$ cat config.mk
export PLATFORM = sky130hd
export DESIGN_NAME = rss_sequencer
export DESIGN_NICKNAME = d
export VERILOG_FILES = /design/src/rss_pkg.sv /design/src/rss_sequencer.sv
export SDC_FILE = /design/constraint.sdc
export NUM_CORES = 1
export LEC_CHECK = 0
export BUFFER_PORTS_ARGS = -buffer_cell sky130_fd_sc_hd__buf_2
export CAP_MARGIN = 20
export CORE_MARGIN = 2
export CORE_UTILIZATION = 40
export DETAILED_ROUTE_END_ITERATION = 6
export HOLD_SLACK_MARGIN = 0.1
export PLACE_DENSITY = 0.67
export SYNTH_ARGS = -nofsm -noshare
export SYNTH_HDL_FRONTEND = slang
export SYNTH_SLANG_ARGS = --single-unit
$ cat constraint.sdc
create_clock -name i_mclk -period 7 [get_ports i_mclk]
set_clock_uncertainty 0.2 [all_clocks]
set_input_delay 0.35 -clock i_mclk [delete_from_list [all_inputs] [get_ports i_mclk]]
set_output_delay 0.35 -clock i_mclk [all_outputs]
set_load 0.02 [all_outputs]
$ cat src/rss_pkg.sv
/*
  Package for the reset source sequencer: register map, field positions,
  brown-out mode codes, timing constants.
  Assumes a 20 MHz system clock and a 32-bit APB register bus.
*/
package rss_pkg;
  // ----------------------------------------------------------------------
  // register map
  // ----------------------------------------------------------------------
  localparam logic [11:0] RSS_BOR_CTRL_OFFS = 12'h000; // brownout_control
  localparam logic [11:0] RSS_CAUSE_OFFS = 12'h004; // reset cause flags
  localparam logic [11:0] RSS_STAT_OFFS = 12'h008; // sequencer status
  localparam int RSS_SWEN_BIT = 7;
  localparam int RSS_RDY_BIT = 0;
  localparam logic RSS_SWEN_RST = 1'b1;
  // cause register bit positions
  localparam int RSS_C_STACK_OVER_FLAG = 7;
  localparam int RSS_C_STACK_UNDER_FLAG = 6;
  localparam int RSS_C_MASTER_CLEAR_PIN_N = 3;
  localparam int RSS_C_RI_N = 2;
  localparam int RSS_C_TO_N = 1;
  localparam int RSS_C_PD_N = 0;
  // brown-out mode codes
  localparam logic [1:0] RSS_BOR_OFF = 2'h0;
  localparam logic [1:0] RSS_BOR_SW = 2'h1;
  localparam logic [1:0] RSS_BOR_NSLEEP = 2'h2;
  localparam logic [1:0] RSS_BOR_ON = 2'h3;
  // ----------------------------------------------------------------------
  // timing
  // ----------------------------------------------------------------------
  localparam int RSS_CLK_HZ = 20000000;
  localparam int RSS_POWERUP_TIMER_MS = 64;
  localparam int RSS_POWERUP_TIMER_CYC = (RSS_CLK_HZ / 1000) * RSS_POWERUP_TIMER_MS;
  localparam int RSS_GLITCH_NS = 200;
  localparam int RSS_GLITCH_CYC = (RSS_GLITCH_NS * (RSS_CLK_HZ / 1000000) + 999) / 1000;
  // sequencer states
  typedef enum logic [3:0] {
    RSS_S_RESET = 4'h1,
    RSS_S_WAIT = 4'h2,
    RSS_S_RUN = 4'h4,
    RSS_S_SLEEP = 4'h8
  } rss_state_type;
endpackage

$ cat src/rss_sequencer.sv
/*
  Reset source sequencer: brown-out mode control, master-clear filter,
  merging of reset sources, power-up timer and start-up ordering.
  Assumes analog monitors and the pin are asynchronous; cpu events
  (watchdog, reset instruction, stack faults) come from the i_mclk domain.
*/
`timescale 1ns/100ps
`default_nettype none

module rss_sequencer (
  input wire logic i_mclk,
  input wire logic i_rst_b,
  // apb slave
  input wire logic i_psel,
  input wire logic i_penable,
  input wire logic i_pwrite,
  input wire logic [11:0] i_paddr,
  input wire logic [31:0] i_pwdata,
  output logic o_pready,
  output logic [31:0] o_prdata,
  output logic o_pslverr,
  // configuration bits
  input wire logic [1:0] i_brownout_mode_cfg,
  input wire logic i_master_clear_pin_en,
  input wire logic i_low_voltage_prog_en,
  input wire logic i_stack_fault_reset_en,
  input wire logic i_powerup_timer_en_n,
  // analog monitors and pin
  input wire logic i_brownout_ready,
  input wire logic i_supply_low,
  input wire logic i_prog_mode,
  input wire logic i_master_clear_pin,
  input wire logic i_gpio_pullup_sw,
  input wire logic i_osc_startup_done,
  // cpu events, mclk domain
  input wire logic i_sleep,
  input wire logic i_watchdog_timeout,
  input wire logic i_reset_instr,
  input wire logic i_stack_over,
  input wire logic i_stack_under,
  // outputs
  output logic o_brownout_enable,
  output logic o_master_clear_pin_o,
  output logic o_master_clear_pin_oe,
  output logic o_weak_pullup_en,
  output logic o_gpio_in,
  output logic o_core_reset_n,
  output logic o_wake_ok
);
  // ----------------------------------------------------------------------
  // synchronisers
  // ----------------------------------------------------------------------
  logic [2:0] rdy_sync_r, low_sync_r, pin_sync_r, prog_sync_r;
  logic rdy_s, low_s, pin_s, prog_s;

  // three stages; a change counts once stages two and three agree
  always_ff @(posedge i_mclk or negedge i_rst_b) begin
    if (!i_rst_b) begin
      rdy_sync_r <= 3'h0;
      low_sync_r <= 3'h0;
      pin_sync_r <= 3'h7;
      prog_sync_r <= 3'h0;
    end else begin
      rdy_sync_r <= {rdy_sync_r[1:0], i_brownout_ready};
      low_sync_r <= {low_sync_r[1:0], i_supply_low};
      pin_sync_r <= {pin_sync_r[1:0], i_master_clear_pin};
      prog_sync_r <= {prog_sync_r[1:0], i_prog_mode};
    end
  end

  // hold last agreed value while stages disagree
  logic rdy_q_r, low_q_r, pin_q_r, prog_q_r;
  always_ff @(posedge i_mclk or negedge i_rst_b) begin
    if (!i_rst_b) begin
      rdy_q_r <= 1'b0;
      low_q_r <= 1'b0;
      pin_q_r <= 1'b1;
      prog_q_r <= 1'b0;
    end else begin
      if (rdy_sync_r[1] == rdy_sync_r[2]) rdy_q_r <= rdy_sync_r[2];
      if (low_sync_r[1] == low_sync_r[2]) low_q_r <= low_sync_r[2];
      if (pin_sync_r[1] == pin_sync_r[2]) pin_q_r <= pin_sync_r[2];
      if (prog_sync_r[1] == prog_sync_r[2]) prog_q_r <= prog_sync_r[2];
    end
  end
  assign rdy_s = rdy_q_r;
  assign low_s = low_q_r;
  assign pin_s = pin_q_r;
  assign prog_s = prog_q_r;

  // ----------------------------------------------------------------------
  // brown-out mode control
  // ----------------------------------------------------------------------
  logic sw_brownout_enable_r;
  logic master_clear_pin_enabled;
  logic bor_active, bor_wait, bor_trip;
  logic [1:0] bmode;
  assign bmode = i_brownout_mode_cfg;

  // supervisor enable per mode
  always_comb begin
    case (bmode)
      rss_pkg::RSS_BOR_ON: o_brownout_enable = 1'b1;
      rss_pkg::RSS_BOR_NSLEEP: o_brownout_enable = !i_sleep;
      rss_pkg::RSS_BOR_SW: o_brownout_enable = sw_brownout_enable_r;
      default: o_brownout_enable = 1'b0;
    endcase
  end
  // protection only counts once supervisor is ready
  assign bor_active = o_brownout_enable && rdy_s;
  assign bor_trip = bor_active && low_s;
  // start-up waits on readiness only in the forced modes
  assign bor_wait = (bmode == rss_pkg::RSS_BOR_ON || bmode == rss_pkg::RSS_BOR_NSLEEP)
                    && (!rdy_s || low_s);
  // wake from sleep waits only in off-in-sleep mode
  assign o_wake_ok = (bmode == rss_pkg::RSS_BOR_NSLEEP) ? rdy_s : 1'b1;

  // ----------------------------------------------------------------------
  // master-clear pin
  // ----------------------------------------------------------------------
  assign master_clear_pin_enabled = i_master_clear_pin_en || i_low_voltage_prog_en;
  assign o_master_clear_pin_o = 1'b0;
  assign o_master_clear_pin_oe = 1'b0;
  assign o_weak_pullup_en = master_clear_pin_enabled ? 1'b1 : i_gpio_pullup_sw;
  assign o_gpio_in = master_clear_pin_enabled ? 1'b0 : pin_s;

  // glitch filter: low must persist before reset is taken
  localparam int GW = $clog2(rss_pkg::RSS_GLITCH_CYC + 1);
  localparam logic [GW-1:0] GLITCH_MAX = GW'(rss_pkg::RSS_GLITCH_CYC);
  logic [GW-1:0] glitch_cnt_r;
  logic master_clear_pin_low_r;
  always_ff @(posedge i_mclk or negedge i_rst_b) begin
    if (!i_rst_b) begin
      glitch_cnt_r <= '0;
      master_clear_pin_low_r <= 1'b0;
    end else if (pin_s) begin
      glitch_cnt_r <= '0;
      master_clear_pin_low_r <= 1'b0;
    end else if (glitch_cnt_r == GLITCH_MAX) begin
      master_clear_pin_low_r <= 1'b1;
    end else begin
      glitch_cnt_r <= glitch_cnt_r + 1'b1;
    end
  end
  logic master_clear_pin_hold;
  assign master_clear_pin_hold = master_clear_pin_enabled && master_clear_pin_low_r;

  // ----------------------------------------------------------------------
  // power-up timer
  // ----------------------------------------------------------------------
  localparam int PW = $clog2(rss_pkg::RSS_POWERUP_TIMER_CYC + 1);
  localparam logic [PW-1:0] POWERUP_TIMER_MAX = PW'(rss_pkg::RSS_POWERUP_TIMER_CYC);
  logic [PW-1:0] powerup_timer_cnt_r;
  logic powerup_timer_done;
  logic por_like; // power-on, brown-out or programming exit
  logic prog_d_r;
  always_ff @(posedge i_mclk or negedge i_rst_b) begin
    if (!i_rst_b) prog_d_r <= 1'b0;
    else prog_d_r <= prog_s;
  end
  // a forced wait in sleep is only a wake-up delay, never a power-on event
  assign por_like = bor_trip || prog_s || prog_d_r ||
                    (bor_wait && state_r != rss_pkg::RSS_S_SLEEP);

  // restarts while cause holds, counts after release regardless of pin
  always_ff @(posedge i_mclk or negedge i_rst_b) begin
    if (!i_rst_b) powerup_timer_cnt_r <= '0;
    else if (por_like) powerup_timer_cnt_r <= '0;
    else if (powerup_timer_cnt_r != POWERUP_TIMER_MAX) powerup_timer_cnt_r <= powerup_timer_cnt_r + 1'b1;
  end
  assign powerup_timer_done = i_powerup_timer_en_n || (powerup_timer_cnt_r == POWERUP_TIMER_MAX);

  // ----------------------------------------------------------------------
  // synchronous reset events
  // ----------------------------------------------------------------------
  logic stk_rst, sync_evt;
  assign stk_rst = i_stack_fault_reset_en && (i_stack_over || i_stack_under);
  assign sync_evt = i_watchdog_timeout || i_reset_instr || stk_rst;

  // ----------------------------------------------------------------------
  // sequencer
  // ----------------------------------------------------------------------
  rss_pkg::rss_state_type state_r;
  logic start_ok;
  assign start_ok = powerup_timer_done && i_osc_startup_done && !master_clear_pin_hold && !bor_wait;

  // one state per phase; any reset source drops back to reset
  always_ff @(posedge i_mclk or negedge i_rst_b) begin
    if (!i_rst_b) state_r <= rss_pkg::RSS_S_RESET;
    else if (por_like || master_clear_pin_hold || sync_evt) state_r <= rss_pkg::RSS_S_RESET;
    else begin
      case (state_r)
        rss_pkg::RSS_S_RESET: state_r <= rss_pkg::RSS_S_WAIT;
        rss_pkg::RSS_S_WAIT: if (start_ok) state_r <= rss_pkg::RSS_S_RUN;
        rss_pkg::RSS_S_RUN: if (i_sleep) state_r <= rss_pkg::RSS_S_SLEEP;
        rss_pkg::RSS_S_SLEEP: if (!i_sleep && o_wake_ok) state_r <= rss_pkg::RSS_S_RUN;
        default: state_r <= rss_pkg::RSS_S_RESET;
      endcase
    end
  end
  // reset assert follows the state one clock edge after the source; release takes two or more edges, via wait
  assign o_core_reset_n = (state_r == rss_pkg::RSS_S_RUN) ||
                          (state_r == rss_pkg::RSS_S_SLEEP);

  // ----------------------------------------------------------------------
  // cause flags (set wins over software write)
  // ----------------------------------------------------------------------
  logic stk_ovf_r, stk_unf_r, master_clear_pin_n_r, ri_n_r, to_n_r, pd_n_r;
  logic wr_cause, wr_ctrl, acc;
  assign acc = i_psel && i_penable;
  assign wr_cause = acc && i_pwrite && i_paddr == rss_pkg::RSS_CAUSE_OFFS;
  assign wr_ctrl = acc && i_pwrite && i_paddr == rss_pkg::RSS_BOR_CTRL_OFFS;

  always_ff @(posedge i_mclk or negedge i_rst_b) begin
    if (!i_rst_b) begin
      stk_ovf_r <= 1'b0;
      stk_unf_r <= 1'b0;
      master_clear_pin_n_r <= 1'b1;
      ri_n_r <= 1'b1;
      to_n_r <= 1'b1;
      pd_n_r <= 1'b1;
    end else if (por_like) begin
      stk_ovf_r <= 1'b0;
      stk_unf_r <= 1'b0;
      master_clear_pin_n_r <= 1'b1;
      ri_n_r <= 1'b1;
      to_n_r <= 1'b1;
      pd_n_r <= 1'b1;
    end else begin
      if (i_stack_fault_reset_en && i_stack_over) stk_ovf_r <= 1'b1;
      else if (wr_cause) stk_ovf_r <= i_pwdata[rss_pkg::RSS_C_STACK_OVER_FLAG];
      if (i_stack_fault_reset_en && i_stack_under) stk_unf_r <= 1'b1;
      else if (wr_cause) stk_unf_r <= i_pwdata[rss_pkg::RSS_C_STACK_UNDER_FLAG];
      if (master_clear_pin_hold) master_clear_pin_n_r <= 1'b0;
      else if (wr_cause) master_clear_pin_n_r <= i_pwdata[rss_pkg::RSS_C_MASTER_CLEAR_PIN_N];
      if (i_reset_instr) ri_n_r <= 1'b0;
      else if (wr_cause) ri_n_r <= i_pwdata[rss_pkg::RSS_C_RI_N];
      if (i_watchdog_timeout) begin
        to_n_r <= 1'b0;
        pd_n_r <= !i_sleep;
      end
    end
  end

  // ----------------------------------------------------------------------
  // apb slave: zero wait states
  // ----------------------------------------------------------------------
  always_ff @(posedge i_mclk or negedge i_rst_b) begin
    if (!i_rst_b) sw_brownout_enable_r <= rss_pkg::RSS_SWEN_RST;
    else if (wr_ctrl) sw_brownout_enable_r <= i_pwdata[rss_pkg::RSS_SWEN_BIT];
  end

  logic [31:0] rdata;
  logic hit;
  always_comb begin
    rdata = 32'h0;
    hit = 1'b1;
    case (i_paddr)
      rss_pkg::RSS_BOR_CTRL_OFFS: begin
        rdata[rss_pkg::RSS_SWEN_BIT] = sw_brownout_enable_r;
        rdata[rss_pkg::RSS_RDY_BIT] = bor_active;
      end
      rss_pkg::RSS_CAUSE_OFFS: begin
        rdata[rss_pkg::RSS_C_STACK_OVER_FLAG] = stk_ovf_r;
        rdata[rss_pkg::RSS_C_STACK_UNDER_FLAG] = stk_unf_r;
        rdata[rss_pkg::RSS_C_MASTER_CLEAR_PIN_N] = master_clear_pin_n_r;
        rdata[rss_pkg::RSS_C_RI_N] = ri_n_r;
        rdata[rss_pkg::RSS_C_TO_N] = to_n_r;
        rdata[rss_pkg::RSS_C_PD_N] = pd_n_r;
      end
      rss_pkg::RSS_STAT_OFFS: rdata[3:0] = state_r;
      default: hit = 1'b0;
    endcase
  end
  assign o_pready = 1'b1;
  assign o_pslverr = acc && !hit;
  assign o_prdata = rdata;
endmodule

`default_nettype wire

# == After elaboration in Yosys (flattened, before gate mapping) ==
# Index checks and enable logic that the tools add are counted.
# totals
ff_bits,53
in_bits,66
word_cells,124
out_inout_bits,41
# op_classes
eq_ne,21
n_mux,36
add_sub_neg,2
n_reduce_logical,45
# op_table
op,n
2-to-1 mux 21 bit,2
2-to-1 mux 1 bit,23
adder 21 x 1 -> 21 bit (second input constant),1
equality test 21 bit (second input constant),1
inequality test 21 bit (second input constant),1
logical AND 1 bit,17
2-to-1 mux 4 bit,4
one-hot mux 4 bit (4 select lines),1
logical OR 1 bit,13
equality test 12 x 3 -> 1 bit (second input constant),1
equality test 12 x 4 -> 1 bit (second input constant),1
logical NOT 12 bit,1
nonzero test 3 bit,4
inequality test 3 bit (second input constant),3
2-to-1 mux 3 bit,2
one-hot mux 1 bit (3 select lines),2
one-hot mux 3 bit (2 select lines),1
nonzero test 2 bit,3
logical NOT 1 bit,5
equality test 1 bit,4
equality test 2 bit (second input constant),2
equality test 4 x 1 -> 1 bit (second input constant),1
equality test 4 x 2 -> 1 bit (second input constant),1
equality test 4 x 3 -> 1 bit (second input constant),1
9 further kinds,9

# == Longest topological paths before layout ==
# logic_depth
depth_word,11
mapped_depth,7

# == Worst setup path after synthesis ==
# No wires, ideal clock.
# synth_timing
kind,reg2reg
start,register state_r[1]
end,register state_r[2]
t_arrival_ns,2.403
stages_incl_launch_ff,8
setup_ns,0.111
slack_ns,4.286
path_buffers,2
period_less_slack_ns,2.714
required_time_ns,6.689
path_cell_list,dfrtp_1 > buf_6 > or4b_1 > a311o_1 > a21o_1 > buf_6 > or4_4 > a2111oi_2
# synth_between
elab_chain_len,7
elab_cells_between_ends,15
cone_classes,eq/ne (8); mux (2); reduce/logical (5)
# synth_lines
element,line,rtl
"start, declared",rss_sequencer.sv:183,rss_pkg::rss_state_type state_r;
"start signal, assigned",rss_sequencer.sv:189,if (!i_rst_b) state_r <= rss_pkg::RSS_S_RESET;
"start signal, assigned",rss_sequencer.sv:190,else if (por_like || master_clear_pin_hold || sync_evt) state_r <= rss_pkg::RSS_S_RESET;
"start signal, assigned",rss_sequencer.sv:193,rss_pkg::RSS_S_RESET: state_r <= rss_pkg::RSS_S_WAIT;
inequality test 4 bit,rss_sequencer.sv:163,(bor_wait && state_r != rss_pkg::RSS_S_SLEEP);
logical AND 1 bit,rss_sequencer.sv:163,
logical OR 1 bit,rss_sequencer.sv:162,assign por_like = bor_trip || prog_s || prog_d_r ||
logical OR 1 bit (2 in series),rss_sequencer.sv:190,
inequality test 3 bit (no source line),-,
AND reduction 3 bit (no source line),-,
# Parallel ways exist; a longest one is shown, timed or not.
# A chain may end at the register's enable or synchronous reset.

# == Worst setup path in the final report ==
# layout_timing
start,register state_r[3]
end,register state_r[2]
# The elaborated chain is that of the path after synthesis.

==> impl_metrics.ini <==
[outcome]
status = complete, no violations

[critical_path]
cp.required_ps = 7000
arrival_ps = 3210
worstReg2RegStart = state_r[3]
cp-start-kind = flop
cp_max_fo = 28
crit_type = reg -> reg
crit_start = state_r[3]
cp-end-kind = flop

[global_routing]
grt.overflow.total = 0
grt_pass1_wl_mm = 8.73
grtUsageTotal_pct = 14.3
grt_max_degree = 54
antenna_found_initial = 0
grt_pass1_vias = 1996

[drt]
drt_iter0_drc = 62
route.detailed.drc = 0
wl_mm = 5.23
vias = 2128
wire_per_inst_um = 11.9
drtPass1Iterations = 4
ant_nets = 0
vias_per_cell = 4.83

[synth]
ys_types = 47
syn_area_um2 = 2810
syn_inst = 285
synth_top_area_cell = dfrtp_1
syn_avg_cell_area_um2 = 9.84
synthArstFlopShare_pct = 100
seq_area_frac_synth_pct = 47.7
ys.flop_type = dfrtp_1
yosysWarnings = 0
synth_area_leaders = dfrtp_1, dfstp_2, buf_4
synth_top_area_share_pct = 38.4
synth-edff-count = 0
synth_seq_cells = 53

[clock_network]
clk_latency_ps = 320
cts.clk_slew.worst_paths_ps = 100
cts_tree = built
clock_sinks = 53
cts_made_buffers = 5
cts_resized = 0
htreeDepth = 2
cts_buffer_depth = 2
cts_hold_buffers = 11
postCtsSetupBuffers = 0
cts-root-buf = clkbuf_8

[power]
ir_drop_v = 0.000105
p_leak_uw = 0.00143
p_seq_share_pct = 55.7
p_clk_share_pct = 30.8
p_int_uw = 429
comb_power_share_pct = 13.5
swShare_pct = 28.5
switching_power_uw = 171
powerDensity_nw_per_um2 = 186

[die]
rows = 30
core_area_um2 = 6790
die_y_um = 87.7
fp.dieArea_um2 = 7700
initial_utilization_pct = 41.3
die_width_um = 87.7
pin_count = 107

[timing]
max_freq_mhz = 312
hold_viol = 0
tightest_slew_ps = 897
fin_crit_sh_pct = 45.8
setup_viol = 0
post-route-min-period_ps = 3210
max-slew-margin-rel_pct = 40.2
slew_violations = 0
final.setup.worst_slack_ps = 3790
setup_tns_ps = 0
rsz0062_at_grt = no

[run]
drv_cap = 0

[final_layout]
diodes = 0
final_cells = 441
drive_above_1_share_pct = 21.4
area_growth_pct = 15.0
nets = 414
final_core_util_pct = 47.5

[min_path]
hp-class = in -> reg
hold_start = i_watchdog_timeout

[placed_design]
post-place-ws_ps = 3800
post-place-cells = 422
place_congestion = 0.806
numPortBuffers = 49
dp_hpwl_mm = 3.72
## layout make-up
| type | instances | area, um^2 |
|---|---|---|
| Tap cell | 96 | 120 |
| Multi-Input combinational cell | 216 | 1280 |
| Timing Repair Buffer | 61 | 363 |
| Fill cell | 631 | 3570 |
| Inverter | 7 | 26.3 |
| Clock buffer | 5 | 68.8 |
| Sequential cell | 53 | 1340 |
| Clock inverter | 3 | 28.8 |
## registers in the layout (all words and copies together), names as in the netlist, 3 cells and up
signal,count
powerup_timer_cnt_r,21
state_r,4
glitch_cnt_r,3
low_sync_r,3
pin_sync_r,3
prog_sync_r,3
rdy_sync_r,3
## metrics by stage
stage,cell area [um^2],total power [uW],hold slack [ps]
2_1_floorplan,2910,401,-146
6_report,3230,600,114
4_1_cts,3230,608,106
5_1_grt,3230,631,118
3_3_place_gp,3020,414,133
3_5_place_dp,3020,417,135
## power groups by stage
stage	clock network, uW	registers (uW)	logic (uW)
floorplan	0	337	64.4
global placement	0	339	74.9
detailed placement	0	340	76.7
CTS	192	334	81.5
global route	202	336	92.2
finish	185	334	80.7
## layer usage
metal / vias up / GRT usage, % / share of wire [%]
li1: 1035 / - / -
met1: 1015 / 17.0 / 44
met2: 71 / 24.9 / 48
met3: 7 / 3.39 / 6.3
met4: 0 / 5.59 / 1.7
met5: - / 0 / 0
## cell usage after synthesis (2+ instances only)
cell      count
dfrtp_1      43
nor2_1       40
buf_4        29
nand3_1      16
nand2_1      15
xor2_1       13
dfstp_2      10
o21ai_0      10
xnor2_1      10
a21oi_1       8
nor4_1        8
inv_1         7
nor3_1        7
mux2i_1       6
nor2b_1       5
a21o_1        4
clkbuf_1      4
ha_1          4
maj3_1        4
nand2b_1      4
a22oi_1       3
nand4_1       3
or3_1         3
and3_1        2
buf_6         2
conb_1        2
mux2_2        2
nor3b_1       2
## worst max-delay path, cell delays in order, from the launching register on
cell and delay [ps]:
dfrtp_1 580, or4b_1 480, a311o_1 360, a21o_1 470, or4_4 650, a2111oi_2 360
## cells by family after synthesis
kind of cell / count (synthesis) / synth area share (%)
compound gates: 33 / 7.67
xor+xnor: 23 / 7.18
fa+ha+maj: 8 / 3.21
buf+inv: 43 / 10.2
flops: 53 / 47.7
mux: 8 / 2.94
other cells: 2 / 0.268
simple gates: 115 / 20.8
## placed cells by master, fill, tap and decap left out, types with 5 or more instances in the layout
| cell type | Yosys | routed |
|---|---|---|
| xor2_1 | 13 | 13 |
| inv_1 | 7 | 7 |
| nor2b_1 | 5 | 5 |
| dfrtp_1 | 43 | 43 |
| clkbuf_8 | 0 | 5 |
| dlygate4sd3_1 | 0 | 11 |
| a21oi_1 | 8 | 8 |
| nor2_1 | 40 | 40 |
| nor4_1 | 8 | 8 |
| dfstp_2 | 10 | 10 |
| buf_2 | 1 | 49 |
| nand2_1 | 15 | 15 |
| o21ai_0 | 10 | 10 |
| xnor2_1 | 10 | 10 |
| mux2i_1 | 6 | 6 |
| nor3_1 | 7 | 7 |
| nand3_1 | 16 | 16 |
| conb_1 | 2 | 29 |
## worst paths after layout
kind | endpoint | cells after the start | slack [ps]
setup reg to reg | state_r[2] | 5 | 3790
min in group asynchronous | prog_sync_r[2] | 3 | 480
hold / removal | pd_n_r | 4 | 110
setup / recovery | state_r[2] | 5 | 3790
max in group asynchronous | powerup_timer_cnt_r[1] | 3 | 5700
hold reg to reg | prog_sync_r[1] | 0 | 160
No activity file was read; power rests on OpenSTA's default activity.
